### src/common/midmux_pkg.sv
`default_nettype none
package midmux_pkg;
    // register byte offsets on the bus
    localparam logic [7:0] OFF_SUBSYS_STATUS = 8'h00;
    localparam logic [7:0] OFF_SYS_CONFIG    = 8'h04;
    localparam logic [7:0] OFF_EXT_SYS_CTL1  = 8'h08;
    localparam logic [7:0] OFF_EXT_DAC_CTL   = 8'h0c;
    localparam logic [7:0] OFF_CURSOR_MODE   = 8'h10;
    localparam logic [7:0] OFF_PIN_CTL       = 8'h14;
    // host register identities
    localparam logic [15:0] IO_SUBSYS_STATUS = 16'h42e8;
    localparam logic [7:0]  IDX_SYS_CONFIG   = 8'h40;
    localparam logic [7:0]  IDX_CURSOR_MODE  = 8'h45;
    localparam logic [7:0]  IDX_EXT_SYS_CTL1 = 8'h50;
    localparam logic [7:0]  IDX_EXT_DAC_CTL  = 8'h55;
    // field positions
    localparam int BIT_ID2_STATUS  = 6;
    localparam int BIT_ID1_STATUS  = 5;
    localparam int BIT_ID0_STATUS  = 4;
    localparam int BIT_SYSCFG_ALT  = 1;
    localparam int BIT_EXTSYS_BUS  = 2;
    localparam int BIT_DAC_EXT     = 5;
    localparam int BIT_DAC_GPORT   = 2;
    localparam int BIT_CURSOR_EXT  = 5;
    localparam int BIT_PIN_BLANK_N = 0;
    localparam int BIT_PIN_CUR0    = 1;
    localparam int BIT_PIN_ODDF    = 2;
    localparam int BIT_PIN_DISP_EN = 3;
    localparam int BIT_PIN_RDSTB_N = 4;
    localparam int BIT_PIN_BUS_REQ = 5;
    // reset values
    localparam logic [7:0] RST_CTL     = 8'h00;
    localparam logic [7:0] RST_PIN_CTL = 8'h11;
    // axi responses
    localparam logic [1:0] RESP_OKAY   = 2'h0;
    localparam logic [1:0] RESP_SLVERR = 2'h2;
endpackage : midmux_pkg
`default_nettype wire

### src/hw/midmux_top.sv
`default_nettype none
module midmux_top
(
    // clock and reset
    input  wire logic        core_clk,
    input  wire logic        resetn,
    // axi4-lite write address and data
    input  wire logic [7:0]  s_axi_awaddr,
    input  wire logic        s_axi_awvalid,
    output logic             s_axi_awready,
    input  wire logic [31:0] s_axi_wdata,
    input  wire logic [3:0]  s_axi_wstrb,
    input  wire logic        s_axi_wvalid,
    output logic             s_axi_wready,
    // axi4-lite write response
    output logic [1:0]       s_axi_bresp,
    output logic             s_axi_bvalid,
    input  wire logic        s_axi_bready,
    // axi4-lite read
    input  wire logic [7:0]  s_axi_araddr,
    input  wire logic        s_axi_arvalid,
    output logic             s_axi_arready,
    output logic [31:0]      s_axi_rdata,
    output logic [1:0]       s_axi_rresp,
    output logic             s_axi_rvalid,
    input  wire logic        s_axi_rready,
    // shared monitor id pins
    input  wire logic        monitor_id_bit2,
    input  wire logic        monitor_id_bit1,
    input  wire logic        monitor_id_bit0,
    // pin outputs and enables
    output logic             id2_out,
    output logic             id2_oe,
    output logic             id1_out,
    output logic             id1_oe,
    output logic             id0_out,
    output logic             id0_oe,
    output logic             odd_frame_out,
    output logic             odd_frame_oe,
    output logic             video_blank_n,
    // alternate function taps
    output logic             bus_grant_in,
    output logic             general_input_read_strobe_en
);
    typedef struct packed {
        // id synchronisers and status latch
        logic [2:0]  sync1;
        logic [2:0]  sync2;
        logic [2:0]  id_latch;
        // host configuration registers
        logic [7:0]  sys_config;
        logic [7:0]  ext_sys_ctl1;
        logic [7:0]  ext_dac_ctl;
        logic [7:0]  cursor_mode;
        logic [7:0]  pin_ctl;
        // write channel
        logic        aw_held;
        logic [7:0]  aw_addr;
        logic        w_held;
        logic [31:0] w_data;
        logic [3:0]  w_strb;
        logic        bvalid;
        logic [1:0]  bresp;
        logic        awready;
        logic        wready;
        // read channel
        logic        arready;
        logic        rvalid;
        logic [31:0] rdata;
        logic [1:0]  rresp;
        // pin drives
        logic        id2_out;
        logic        id2_oe;
        logic        id1_out;
        logic        id1_oe;
        logic        id0_out;
        logic        id0_oe;
        logic        oddf_out;
        logic        oddf_oe;
        logic        blank_n;
        logic        grant;
        logic        rd_strobe_en;
    } midmux_state_t;

    // current and next state
    midmux_state_t st;
    midmux_state_t next_st;

    logic alt_mode;
    logic dac_ext;
    logic cur_ext;
    logic bus_en;
    logic gport;
    logic wr_fire;
    logic req_mode;
    logic strobe_mode;
    logic grant_mode;
    logic disp_mode;

    // raw configuration bits
    assign alt_mode = st.sys_config[midmux_pkg::BIT_SYSCFG_ALT];
    assign dac_ext  = st.ext_dac_ctl[midmux_pkg::BIT_DAC_EXT];
    assign cur_ext  = st.cursor_mode[midmux_pkg::BIT_CURSOR_EXT];
    assign bus_en   = st.ext_sys_ctl1[midmux_pkg::BIT_EXTSYS_BUS];
    assign gport    = st.ext_dac_ctl[midmux_pkg::BIT_DAC_GPORT];

    // pin function decode; strobe mode owns id0 before grant does
    assign req_mode    = alt_mode && bus_en;
    assign strobe_mode = alt_mode && dac_ext;
    assign grant_mode  = alt_mode && !gport && bus_en && !dac_ext;
    assign disp_mode   = dac_ext && cur_ext;

    // write fires once both halves are held and no response waits
    assign wr_fire  = st.aw_held && st.w_held && !st.bvalid;

    // next-state logic
    always_comb
    begin
        // hold everything unless a rule below changes it
        next_st = st;
        // two-flop sync
        // pins are asynchronous to the core; two stages tame metastability
        next_st.sync1 = {monitor_id_bit2, monitor_id_bit1, monitor_id_bit0};
        next_st.sync2 = st.sync1;
        // the id2 latch holds its last level while id2 drives; the id1 and id0 latches hold whenever alt_mode is set
        // latch id2 level
        if (!dac_ext)
        begin
            next_st.id_latch[2] = st.sync2[2];
        end
        if (!alt_mode)
        begin
            next_st.id_latch[1] = st.sync2[1];
        end
        if (!alt_mode)
        begin
            next_st.id_latch[0] = st.sync2[0];
        end

        next_st.id2_oe = dac_ext;
        if (cur_ext)
        begin
            next_st.id2_out = st.pin_ctl[midmux_pkg::BIT_PIN_DISP_EN];
        end
        else
        begin
            next_st.id2_out = st.pin_ctl[midmux_pkg::BIT_PIN_CUR0];
        end
        next_st.id1_oe  = req_mode;
        next_st.id1_out = st.pin_ctl[midmux_pkg::BIT_PIN_BUS_REQ];
        next_st.id0_oe       = strobe_mode;
        next_st.id0_out      = st.pin_ctl[midmux_pkg::BIT_PIN_RDSTB_N];
        next_st.rd_strobe_en = strobe_mode;
        if (grant_mode)
        begin
            next_st.grant = st.sync2[0];
        end
        else
        begin
            next_st.grant = 1'b0;
        end
        next_st.oddf_oe  = disp_mode;
        next_st.oddf_out = st.pin_ctl[midmux_pkg::BIT_PIN_ODDF];
        // blank is active low; low turns the dac video off
        // blank drive
        next_st.blank_n = st.pin_ctl[midmux_pkg::BIT_PIN_BLANK_N];

        // each half is held until both are in, so they may arrive in any order
        // write address capture
        if (!st.aw_held && s_axi_awvalid)
        begin
            next_st.aw_held = 1'b1;
            next_st.aw_addr = s_axi_awaddr;
        end
        // write data capture
        if (!st.w_held && s_axi_wvalid)
        begin
            next_st.w_held = 1'b1;
            next_st.w_data = s_axi_wdata;
            next_st.w_strb = s_axi_wstrb;
        end
        // commit the held write and raise the response
        if (wr_fire)
        begin
            next_st.aw_held = 1'b0;
            next_st.w_held  = 1'b0;
            next_st.bvalid  = 1'b1;
            next_st.bresp   = midmux_pkg::RESP_OKAY;
            // only the low byte lane carries register bits
            if (st.w_strb[0])
            begin
                case (st.aw_addr)
                    midmux_pkg::OFF_SYS_CONFIG:   next_st.sys_config   = st.w_data[7:0];
                    midmux_pkg::OFF_EXT_SYS_CTL1: next_st.ext_sys_ctl1 = st.w_data[7:0];
                    midmux_pkg::OFF_EXT_DAC_CTL:  next_st.ext_dac_ctl  = st.w_data[7:0];
                    midmux_pkg::OFF_CURSOR_MODE:  next_st.cursor_mode  = st.w_data[7:0];
                    midmux_pkg::OFF_PIN_CTL:      next_st.pin_ctl      = st.w_data[7:0];
                    midmux_pkg::OFF_SUBSYS_STATUS: next_st.bresp       = midmux_pkg::RESP_OKAY;
                    default:                      next_st.bresp        = midmux_pkg::RESP_SLVERR;
                endcase
            end
        end
        // retire the write response
        if (st.bvalid && s_axi_bready)
        begin
            next_st.bvalid = 1'b0;
        end
        // ready flags mirror the empty slots, straight from flops
        next_st.awready = !next_st.aw_held;
        next_st.wready  = !next_st.w_held;

        // read channel
        // the answer is registered one cycle after the address is taken
        if (!st.rvalid && s_axi_arvalid)
        begin
            next_st.rvalid = 1'b1;
            next_st.rresp  = midmux_pkg::RESP_OKAY;
            next_st.rdata  = 32'h0000_0000;
            case (s_axi_araddr)
                midmux_pkg::OFF_SUBSYS_STATUS:
                begin
                    // only the three id bits are defined; the rest reads zero
                    next_st.rdata[midmux_pkg::BIT_ID2_STATUS] = st.id_latch[2];
                    next_st.rdata[midmux_pkg::BIT_ID1_STATUS] = st.id_latch[1];
                    next_st.rdata[midmux_pkg::BIT_ID0_STATUS] = st.id_latch[0];
                end
                midmux_pkg::OFF_SYS_CONFIG:   next_st.rdata[7:0] = st.sys_config;
                midmux_pkg::OFF_EXT_SYS_CTL1: next_st.rdata[7:0] = st.ext_sys_ctl1;
                midmux_pkg::OFF_EXT_DAC_CTL:  next_st.rdata[7:0] = st.ext_dac_ctl;
                midmux_pkg::OFF_CURSOR_MODE:  next_st.rdata[7:0] = st.cursor_mode;
                midmux_pkg::OFF_PIN_CTL:      next_st.rdata[7:0] = st.pin_ctl;
                default:                      next_st.rresp      = midmux_pkg::RESP_SLVERR;
            endcase
        end
        else if (st.rvalid && s_axi_rready)
        begin
            next_st.rvalid = 1'b0;
        end
        // a new read is taken only while no answer stands
        next_st.arready = !next_st.rvalid;
    end

    // state register
    // whole state in one register; reset puts the pins at their idle levels
    always_ff @(posedge core_clk or negedge resetn)
    begin
        if (!resetn)
        begin
            st              <= '0;
            st.sys_config   <= midmux_pkg::RST_CTL;
            st.ext_sys_ctl1 <= midmux_pkg::RST_CTL;
            st.ext_dac_ctl  <= midmux_pkg::RST_CTL;
            st.cursor_mode  <= midmux_pkg::RST_CTL;
            st.pin_ctl      <= midmux_pkg::RST_PIN_CTL;
            // undriven id pins read high, so the sync chain starts at ones
            st.sync1        <= 3'h7;
            st.sync2        <= 3'h7;
            st.id_latch     <= 3'h7;
            // active-low strobe and blank idle high
            st.id0_out      <= 1'b1;
            st.blank_n      <= 1'b1;
            // every channel is ready for its first request
            st.awready      <= 1'b1;
            st.wready       <= 1'b1;
            st.arready      <= 1'b1;
        end
        else
        begin
            st <= next_st;
        end
    end

    // bus outputs straight from flops
    assign s_axi_awready = st.awready;
    assign s_axi_wready  = st.wready;
    assign s_axi_bvalid  = st.bvalid;
    assign s_axi_bresp   = st.bresp;
    assign s_axi_arready = st.arready;
    assign s_axi_rvalid  = st.rvalid;
    assign s_axi_rdata   = st.rdata;
    assign s_axi_rresp   = st.rresp;

    // pin outputs straight from flops
    assign id2_out       = st.id2_out;
    assign id2_oe        = st.id2_oe;
    assign id1_out       = st.id1_out;
    assign id1_oe        = st.id1_oe;
    assign id0_out       = st.id0_out;
    assign id0_oe        = st.id0_oe;
    assign odd_frame_out = st.oddf_out;
    assign odd_frame_oe  = st.oddf_oe;
    assign video_blank_n = st.blank_n;
    assign bus_grant_in  = st.grant;
    assign general_input_read_strobe_en = st.rd_strobe_en;
endmodule : midmux_top
`default_nettype wire

### config.mk
export PLATFORM = sky130hd
export DESIGN_NAME = midmux_top
export DESIGN_NICKNAME = d
export VERILOG_FILES = /design/src/common/midmux_pkg.sv /design/src/hw/midmux_top.sv
export SDC_FILE = /design/constraint.sdc
export NUM_CORES = 1
export LEC_CHECK = 0
export ABC_AREA = 0
export BUFFER_PORTS_ARGS = -buffer_cell sky130_fd_sc_hd__buf_2
export CELL_PAD_IN_SITES_DETAIL_PLACEMENT = 1
export CELL_PAD_IN_SITES_GLOBAL_PLACEMENT = 1
export CORE_MARGIN = 5
export CORE_UTILIZATION = 30
export CTS_CLUSTER_SIZE = 16
export DETAILED_ROUTE_END_ITERATION = 8
export MAX_ROUTING_LAYER = met4
export PLACE_DENSITY = 0.58
export SKIP_CTS_REPAIR_TIMING = 1
export SYNTH_ARGS = -nofsm -noshare
export SYNTH_HDL_FRONTEND = slang
export SYNTH_SLANG_ARGS = --single-unit
### constraint.sdc
create_clock -name core_clk -period 5.4 [get_ports core_clk]
set_input_delay 0.27 -clock core_clk [delete_from_list [all_inputs] [get_ports core_clk]]
set_output_delay 0.27 -clock core_clk [all_outputs]
set_load 0.005 [all_outputs]
==> impl_metrics.toml, run 1 <==
[outcome]
status = "finished, final reports clean"

[logic_synthesis]
synth_warnings = 0
synth_area_per_cell_um2 = 13.73
synth_top_area_share_pct = 47.41
synth_flop_cell = "dfrtp_1"
syn_inst = 296
yosysUniqueCellTypes = 38
ys_seq_area_share_pct = 57.76
synth_edf_count = 0
ys_ff_latch = 93
synth_top_cell_by_area = "dfrtp_1"
async_flop_share_pct = 100.0
syn-cell-area_um2 = 4064
yosys-top-cells-area = "dfrtp_1 47%, mux2_2 17%, dfstp_2 10%"

[setup_path]
worst_ep_arrival_time_ps = 2580
path_max_fanout = 8
endpoint_kind = "flip-flop"
crit_type = "flip-flop to flip-flop"
crit_path_start_kind = "flip-flop"
worstPathRequired_ps = 5620

[die]
io_pins = 114
rows = 42
die_w_um = 126.4
die-area_um2 = 15970
initial_core_util_pct = 30.69
core_um2 = 13240
die_h_um = 126.4

[sta]
fin_skew_ps = 9.108
slew_violations = 0
fin_ws_ps = 3039
fmax_ghz = 0.4236
slew_headroom_pct = 33.59
tightest_slew_ps = 994.2
setup-violations-final = 0
finalCritPeriodShare_pct = 43.72
finalHoldViolCount = 0
tns_ps = 0
fin_crit_ps = 2361
rsz0062_at_grt = "false"

[clocking]
clk-insertion-delay-late_ps = 340
numCtsBuffers = 9
cts_tree = "built"
cts_buffer_depth = 2
cts_sinks = 93
htreeDepth = 3
clock-root-buffer = "clkbuf_16"
clk_pin_slew_ps = 60

[global_route]
grt_pass1_vias = 2553
grt_max_degree = 55
overflow = 0
grt_pass1_wl_um = 13610
antenna_found_initial = 0
track_usage_pct = 11.25

[pwr]
power.density_nw_per_um2 = 422.2
total_power_mw = 2.005
leakage_nw = 2.285
ir_drop_mv = 0.2292

[place]
io_buffers = 60
place_ws_ps = 2979
dp_hpwl_um = 6014
gp_congestion = 0.7324
place_area_um2 = 4369

[detailed_routing]
wl_um = 8418
first_pass_iters = 4
detail_route.vias_per_cell = 4.424
detail-route-antenna-nets = 0
drc = 0
wire_per_inst_um = 15.85
drt_iter0_markers = 87
num_vias = 2349

[final_layout]
diodes = 0
postLayoutCellArea_um2 = 4748
fill_cells = 1448
largest_reg_flops = 56
post-route-util_pct = 35.86
top_register = "st"
nets = 412
area_delta_synth_final_pct = 16.84
layout-drive-gt1-share_pct = 47.89

[run]
drv_cap = 0

[hold_path]
hold_class = "input pin to flip-flop"
-- critical path: stages (launching register included) --
cell and delay, ps:
dfrtp_1 370, or3_4 400, or3b_1 410, nor3_2 650, mux2_2 410
-- where the power goes --
| group | switching, mW | internal (mW) | total (mW) |
|---|---|---|---|
| registers | 0.121 | 0.853 | 0.975 |
| logic | 0.129 | 0.174 | 0.302 |
| clock network | 0.264 | 0.464 | 0.728 |
-- layer usage --
| layer | GRT usage, % | routed length, µm |
|---|---|---|
| met4 | 3.218 | 60 |
| met2 | 16.69 | 3947 |
| met1 | 14.19 | 3881 |
| met3 | 4.582 | 528 |
| met5 | - | 0 |
-- path summary, 6_finish.rpt --
| kind | from | endpoint | slack (ps) | cells past startpoint |
|---|---|---|---|---|
| min reg2reg | next_st[141] | st[141] | 360 | 0 |
| max | st[94] | bus_en | 3040 | 4 |
| min in group asynchronous | resetn | id1_out | 430 | 2 |
| max in group asynchronous | resetn | st[56] | 3900 | 3 |
| max reg2reg | st[94] | bus_en | 3040 | 4 |
| min | monitor_id_bit0 | next_st[141] | 30 | 1 |
-- cell families after synthesis --
family	share of synthesized area (%)
other cells	0.09228
compound gates	4.587
buf+inv	8.313
simple gates	6.774
flops	57.76
mux	22.48
-- stage by stage --
stage	hold slack (ps)	std cells
floorplan	-25.59	321
detailed placement	277.7	512
CTS	-98.87	528
finish	25.13	531
global placement	267.4	512
global route	0.2413	531
-- Yosys cell counts, types with 3 or more instances --
| cell | count |
|---|---|
| mux2_2 | 62 |
| mux2_4 | 8 |
| nand2_1 | 8 |
| nand2b_1 | 3 |
| nor4_1 | 3 |
| a22oi_1 | 6 |
| a22o_1 | 6 |
| mux2i_1 | 5 |
| nor2b_1 | 6 |
| dfstp_2 | 16 |
| inv_1 | 5 |
| dfrtp_1 | 77 |
| and2_1 | 3 |
| o22ai_1 | 3 |
| buf_4 | 37 |
| clkbuf_1 | 8 |
| nor2_1 | 5 |
| o21ai_0 | 9 |
-- layout make-up --
class                      instances  area (µm²)  area share [%]
sequential                        93        2347           49.43
multi-input combinational        177        1473           31.01
timing repair buffer              64       340.3           7.167
clock buffer                      10       239.0           5.033
tap                              176       220.2           4.638
clock inverter                     6       110.1           2.319
inverter                           5       18.77          0.3953
-- cells in the final DEF (no fill, tap or decap), types with 2 or more instances in the layout --
master         count
a22o_1             6
a22oi_1            6
a31oi_1            2
and2_1             3
buf_2             59
buf_4              2
bufinv_16          3
clkbuf_16          9
clkinvlp_4         2
conb_1            26
dfrtp_1           77
dfstp_2           16
dlygate4sd3_1      3
inv_1              5
mux2_2            62
mux2_4             8
mux2i_1            5
mux4_2             2
nand2_1            8
nand2b_1           3
nand3_1            2
nor2_1             5
nor2_2             2
nor2b_1            6
nor3_1             2
nor4_1             3
o21ai_0            9
o22ai_1            3
or3_1              2
Note: power is estimated with default switching activity, not from simulation.
==> run 2, diff against run 1 <==
- clock period: 5.4 -> 2.3 ns (I/O delays scaled with it)
==> impl_metrics.toml, run 2 (synthesis gave the netlist of run 1 again) <==
[outcome]
status = "finished, final reports clean"

[sta]
finalHoldViolCount = 0
slew_violations = 0
fin_ws_ps = 120.9
tns_ps = 0
finalCritPeriodShare_pct = 94.74
tightest_slew_ps = 739.0
fin_crit_ps = 2179
fmax_ghz = 0.4589
slew_headroom_pct = 50.63
setup-violations-final = 0
fin_skew_ps = 7.758
rsz0062_at_grt = "false"

[pwr]
clockPowerShare_pct = 32.7
combPwrFrac_pct = 16.5
ir_drop_mv = 0.4201
leakage_nw = 2.332
p_sw_share_pct = 26.65
internal_power_mw = 3.306
power.density_nw_per_um2 = 932.2
seq_power_share_pct = 50.8
p_sw_mw = 1.201

[global_route]
grt_pass1_wl_um = 13830
antenna_found_initial = 0
grt_max_degree = 54
grt_pass1_vias = 2555
overflow = 0
track_usage_pct = 11.38

[setup_path]
path_max_fanout = 8
r2r-start = "st[94]"
worstPathRequired_ps = 2520
ff2ff_path_depth = 5
worst_ep_arrival_time_ps = 2400
crit_type = "flip-flop to flip-flop"
endpoint_kind = "flip-flop"
rrSetupSlack_ps = 120
crit_path_start_kind = "flip-flop"
rr_endpoint = "st[106]"

[detailed_routing]
first_pass_iters = 4
detail_route.vias_per_cell = 4.438
drt_iter0_markers = 75
wl_um = 8582
detail-route-antenna-nets = 0
drc = 0
num_vias = 2423
wire_per_inst_um = 15.72

[place]
dp_hpwl_um = 6053
place_area_um2 = 4427
io_buffers = 60
gp_congestion = 0.7184
place_ws_ps = 137.3

[final_layout]
post-route-util_pct = 36.51
top_register = "st"
layout-drive-gt1-share_pct = 46.22
diodes = 0
largest_reg_flops = 56
final_cell_mix = "77 x dfrtp_1, 62 x mux2_2, 59 x buf_2, 26 x conb_1, 16 x dfstp_2"
postLayoutCellArea_um2 = 4835
nets = 427
area_delta_synth_final_pct = 18.97
final_common_cell = "dfrtp_1"

[die]
core_um2 = 13240
initial_core_util_pct = 30.69
die_w_um = 126.4
die_h_um = 126.4
io_pins = 114
die-area_um2 = 15970
rows = 42

[hold_path]
min_path_cells = 2
hold_class = "input pin to flip-flop"
worstHoldEndpoint = "st[60]"
worstHoldStart = "s_axi_wdata[4]"

[clocking]
numCtsBuffers = 9
cts_sinks = 93
cts_buffer_depth = 2
htreeDepth = 3
clk-insertion-delay-late_ps = 340
clk_pin_slew_ps = 60
cts_tree = "built"
clock-root-buffer = "clkbuf_16"

[run]
drv_cap = 0
## run 2: layer usage
layer	track usage [%]	vias up	wire length, µm
met5	-	-	0
li1	-	1122	-
met2	16.69	66	3948
met4	4.732	0	150
met3	2.732	13	473
met1	15.12	1222	4010
## run 2: cell type report
cell class	count	area [µm²]
Clock inverter	1	30.03
Clock buffer	15	257.7
Multi-Input combinational cell	177	1473
Sequential cell	93	2347
Inverter	5	18.77
Fill cell	1439	8408
Timing Repair Buffer	79	488.0
Tap cell	176	220.2
## run 2: power by group through the flow
stage	clock network [mW]	logic (mW)	registers, mW
2_1_floorplan	0	0.561	2.22
3_3_place_gp	0	0.709	2.30
3_5_place_dp	0	0.737	2.32
4_1_cts	1.52	0.744	2.30
5_1_grt	1.61	0.824	2.35
6_report	1.48	0.742	2.29
## run 2: worst max-delay path by stage
stage	end	depth (start not counted)	from	slack, ps
final	st[106]	5	st[94]	120
after global routing	st[107]	5	st[94]	70
after CTS	st[106]	5	st[94]	120
after detailed placement	st[110]	5	st[94]	140
after global placement	st[108]	5	st[94]	150
after floorplan	cur_ext	5	st[94]	240
## run 2: through the flow
stage | cells | power, mW | hold slack (ps)
after global routing | 546 | 4.780 | 1.839
after global placement | 518 | 3.013 | 133.8
final | 546 | 4.507 | 4.625
after detailed placement | 518 | 3.061 | 148.5
after floorplan | 321 | 2.783 | -180.6
after CTS | 534 | 4.563 | -218.8
## run 2: critical path: stages, from the launching register on
cell and delay (ps):
dfrtp_1 380, or3_4 410, or3b_4 410, or3_1 350
buf_4 200, mux2_4 310
==> run 3, diff against run 2 <==
- ABC_CLOCK_PERIOD_IN_PS: default -> 2300
- CELL_PAD_IN_SITES_DETAIL_PLACEMENT: 1 -> default
- CELL_PAD_IN_SITES_GLOBAL_PLACEMENT: 1 -> default
- PLACE_DENSITY: 0.58 -> 0.48
==> impl_metrics.toml, run 3 (synthesis gave the netlist of run 1 again) <==
[outcome]
status = "finished, final reports clean"

[global_route]
grt_pass1_vias = 2449
grt_max_degree = 53
antenna_found_initial = 0
grt_pass1_wl_um = 13470
overflow = 0
track_usage_pct = 11.23

[final_layout]
final_cell_mix = "77 x dfrtp_1, 62 x mux2_2, 59 x buf_2, 26 x conb_1, 16 x dfstp_2"
multiInputGateArea_um2 = 1473
nets = 429
layout-drive-gt1-share_pct = 47.85
postLayoutCellArea_um2 = 4908
largest_reg_flops = 56
final_common_cell = "dfrtp_1"
diodes = 0
fill_cells = 1327
area_delta_synth_final_pct = 20.78
layout.area.seq_um2 = 2347
top_register = "st"
instances_no_fill = 548

[clocking]
cts_buffer_depth = 2
cts_tree = "built"
clk-insertion-delay-late_ps = 340
numCtsBuffers = 9
cts_sinks = 93
clock-root-buffer = "clkbuf_16"
clk_pin_slew_ps = 60
htreeDepth = 3

[die]
die_h_um = 126.4
io_pins = 114
die_w_um = 126.4
rows = 42
initial_core_util_pct = 30.69
die-area_um2 = 15970
core_um2 = 13240

[place]
place_area_um2 = 4454
io_buffers = 60
place_inst = 520
dp_hpwl_um = 5842
gp_congestion = 0.7346

[sta]
finalHoldViolCount = 0
fin_crit_ps = 2167
tightest_slew_ps = 700.2
slew_headroom_pct = 53.22
setup-violations-final = 0
fin_skew_ps = 5.419
rsz0062_at_grt = "false"
fmax_ghz = 0.4615
tns_ps = 0
slew_violations = 0
finalCritPeriodShare_pct = 94.21

[detailed_routing]
drt_iter0_markers = 119
num_vias = 2409
detail-route-antenna-nets = 0
wl_um = 8298
detail_route.vias_per_cell = 4.396
wire_per_inst_um = 15.14
drc = 0
first_pass_iters = 4

[hold_path]
worstHoldEndpoint = "st[56]"
hold_class = "input pin to flip-flop"
min_path_cells = 2
worstHoldStart = "s_axi_wdata[0]"

[setup_path]
crit_type = "flip-flop to flip-flop"
crit_path_start_kind = "flip-flop"
worstPathRequired_ps = 2530
ff2ff_path_depth = 5
endpoint_kind = "flip-flop"
path_max_fanout = 8
r2r-start = "st[94]"
rr_endpoint = "st[113]"
worst_ep_arrival_time_ps = 2390
rrSetupSlack_ps = 130

[pwr]
power.density_nw_per_um2 = 950.8
leakage_nw = 2.369
total_power_mw = 4.667
ir_drop_mv = 0.4391

[run]
drv_cap = 0
==> run 3: cell count changes in the layout (fill, tap and decap cells not counted), sizes merged <==
cell      previous run  this run
buf                 67        69
clkbuf              15        11
clkinvlp             0         1
inv                  5         6
bufinv               1         2
clkinv               0         1
==> run 3: how the worst max path moves through the flow <==
stage	from	endpoint	slack, ps	cells past startpoint
after detailed placement	st[94]	st[106]	130	5
after CTS	st[94]	st[113]	120	5
after global routing	st[94]	st[113]	70	5
after global placement	st[94]	st[113]	150	5
final	st[94]	st[113]	130	5
after floorplan	st[94]	cur_ext	240	5
==> run 3: report_power, final <==
group          switching (mW)  internal, mW  leakage (nW)  total [mW]
registers               0.279          2.00          1.18        2.28
logic                   0.307         0.427          1.02       0.735
clock network           0.636          1.01         0.162        1.65
total                    1.22          3.44          2.37        4.67
==> run 3: critical path: stages (launching register included) <==
cell	delay, ps
dfrtp_1	370
or3_4	400
or3b_4	410
or3_1	350
buf_4	210
mux2_4	310
==> run 3: metrics by stage <==
stage | worst slack (ps) | hold WS [ps] | utilization, %
final | 133.2 | 2.871 | 37.07
after floorplan | 242.3 | -180.6 | -
after global routing | 74.27 | 0.1027 | 37.07
after detailed placement | 126.2 | 144.7 | 33.64
after CTS | 121.2 | -229.4 | 36.16
after global placement | 146.9 | 138.8 | 33.64
==> run 3: per-layer routing <==
metal	global-route usage [%]	wire length, µm
met1	15.38	3936
met2	15.60	3697
met3	3.111	505
met4	4.732	159
met5	-	0
==> run 3: area by class of cell <==
| type | count | area share, % |
|---|---|---|
| Sequential cell | 93 | 47.82 |
| Tap cell | 176 | 4.486 |
| Clock inverter | 5 | 1.657 |
| Clock buffer | 11 | 5.149 |
| Inverter | 5 | 0.3824 |
| Multi-Input combinational cell | 177 | 30.00 |
| Timing Repair Buffer | 81 | 10.50 |
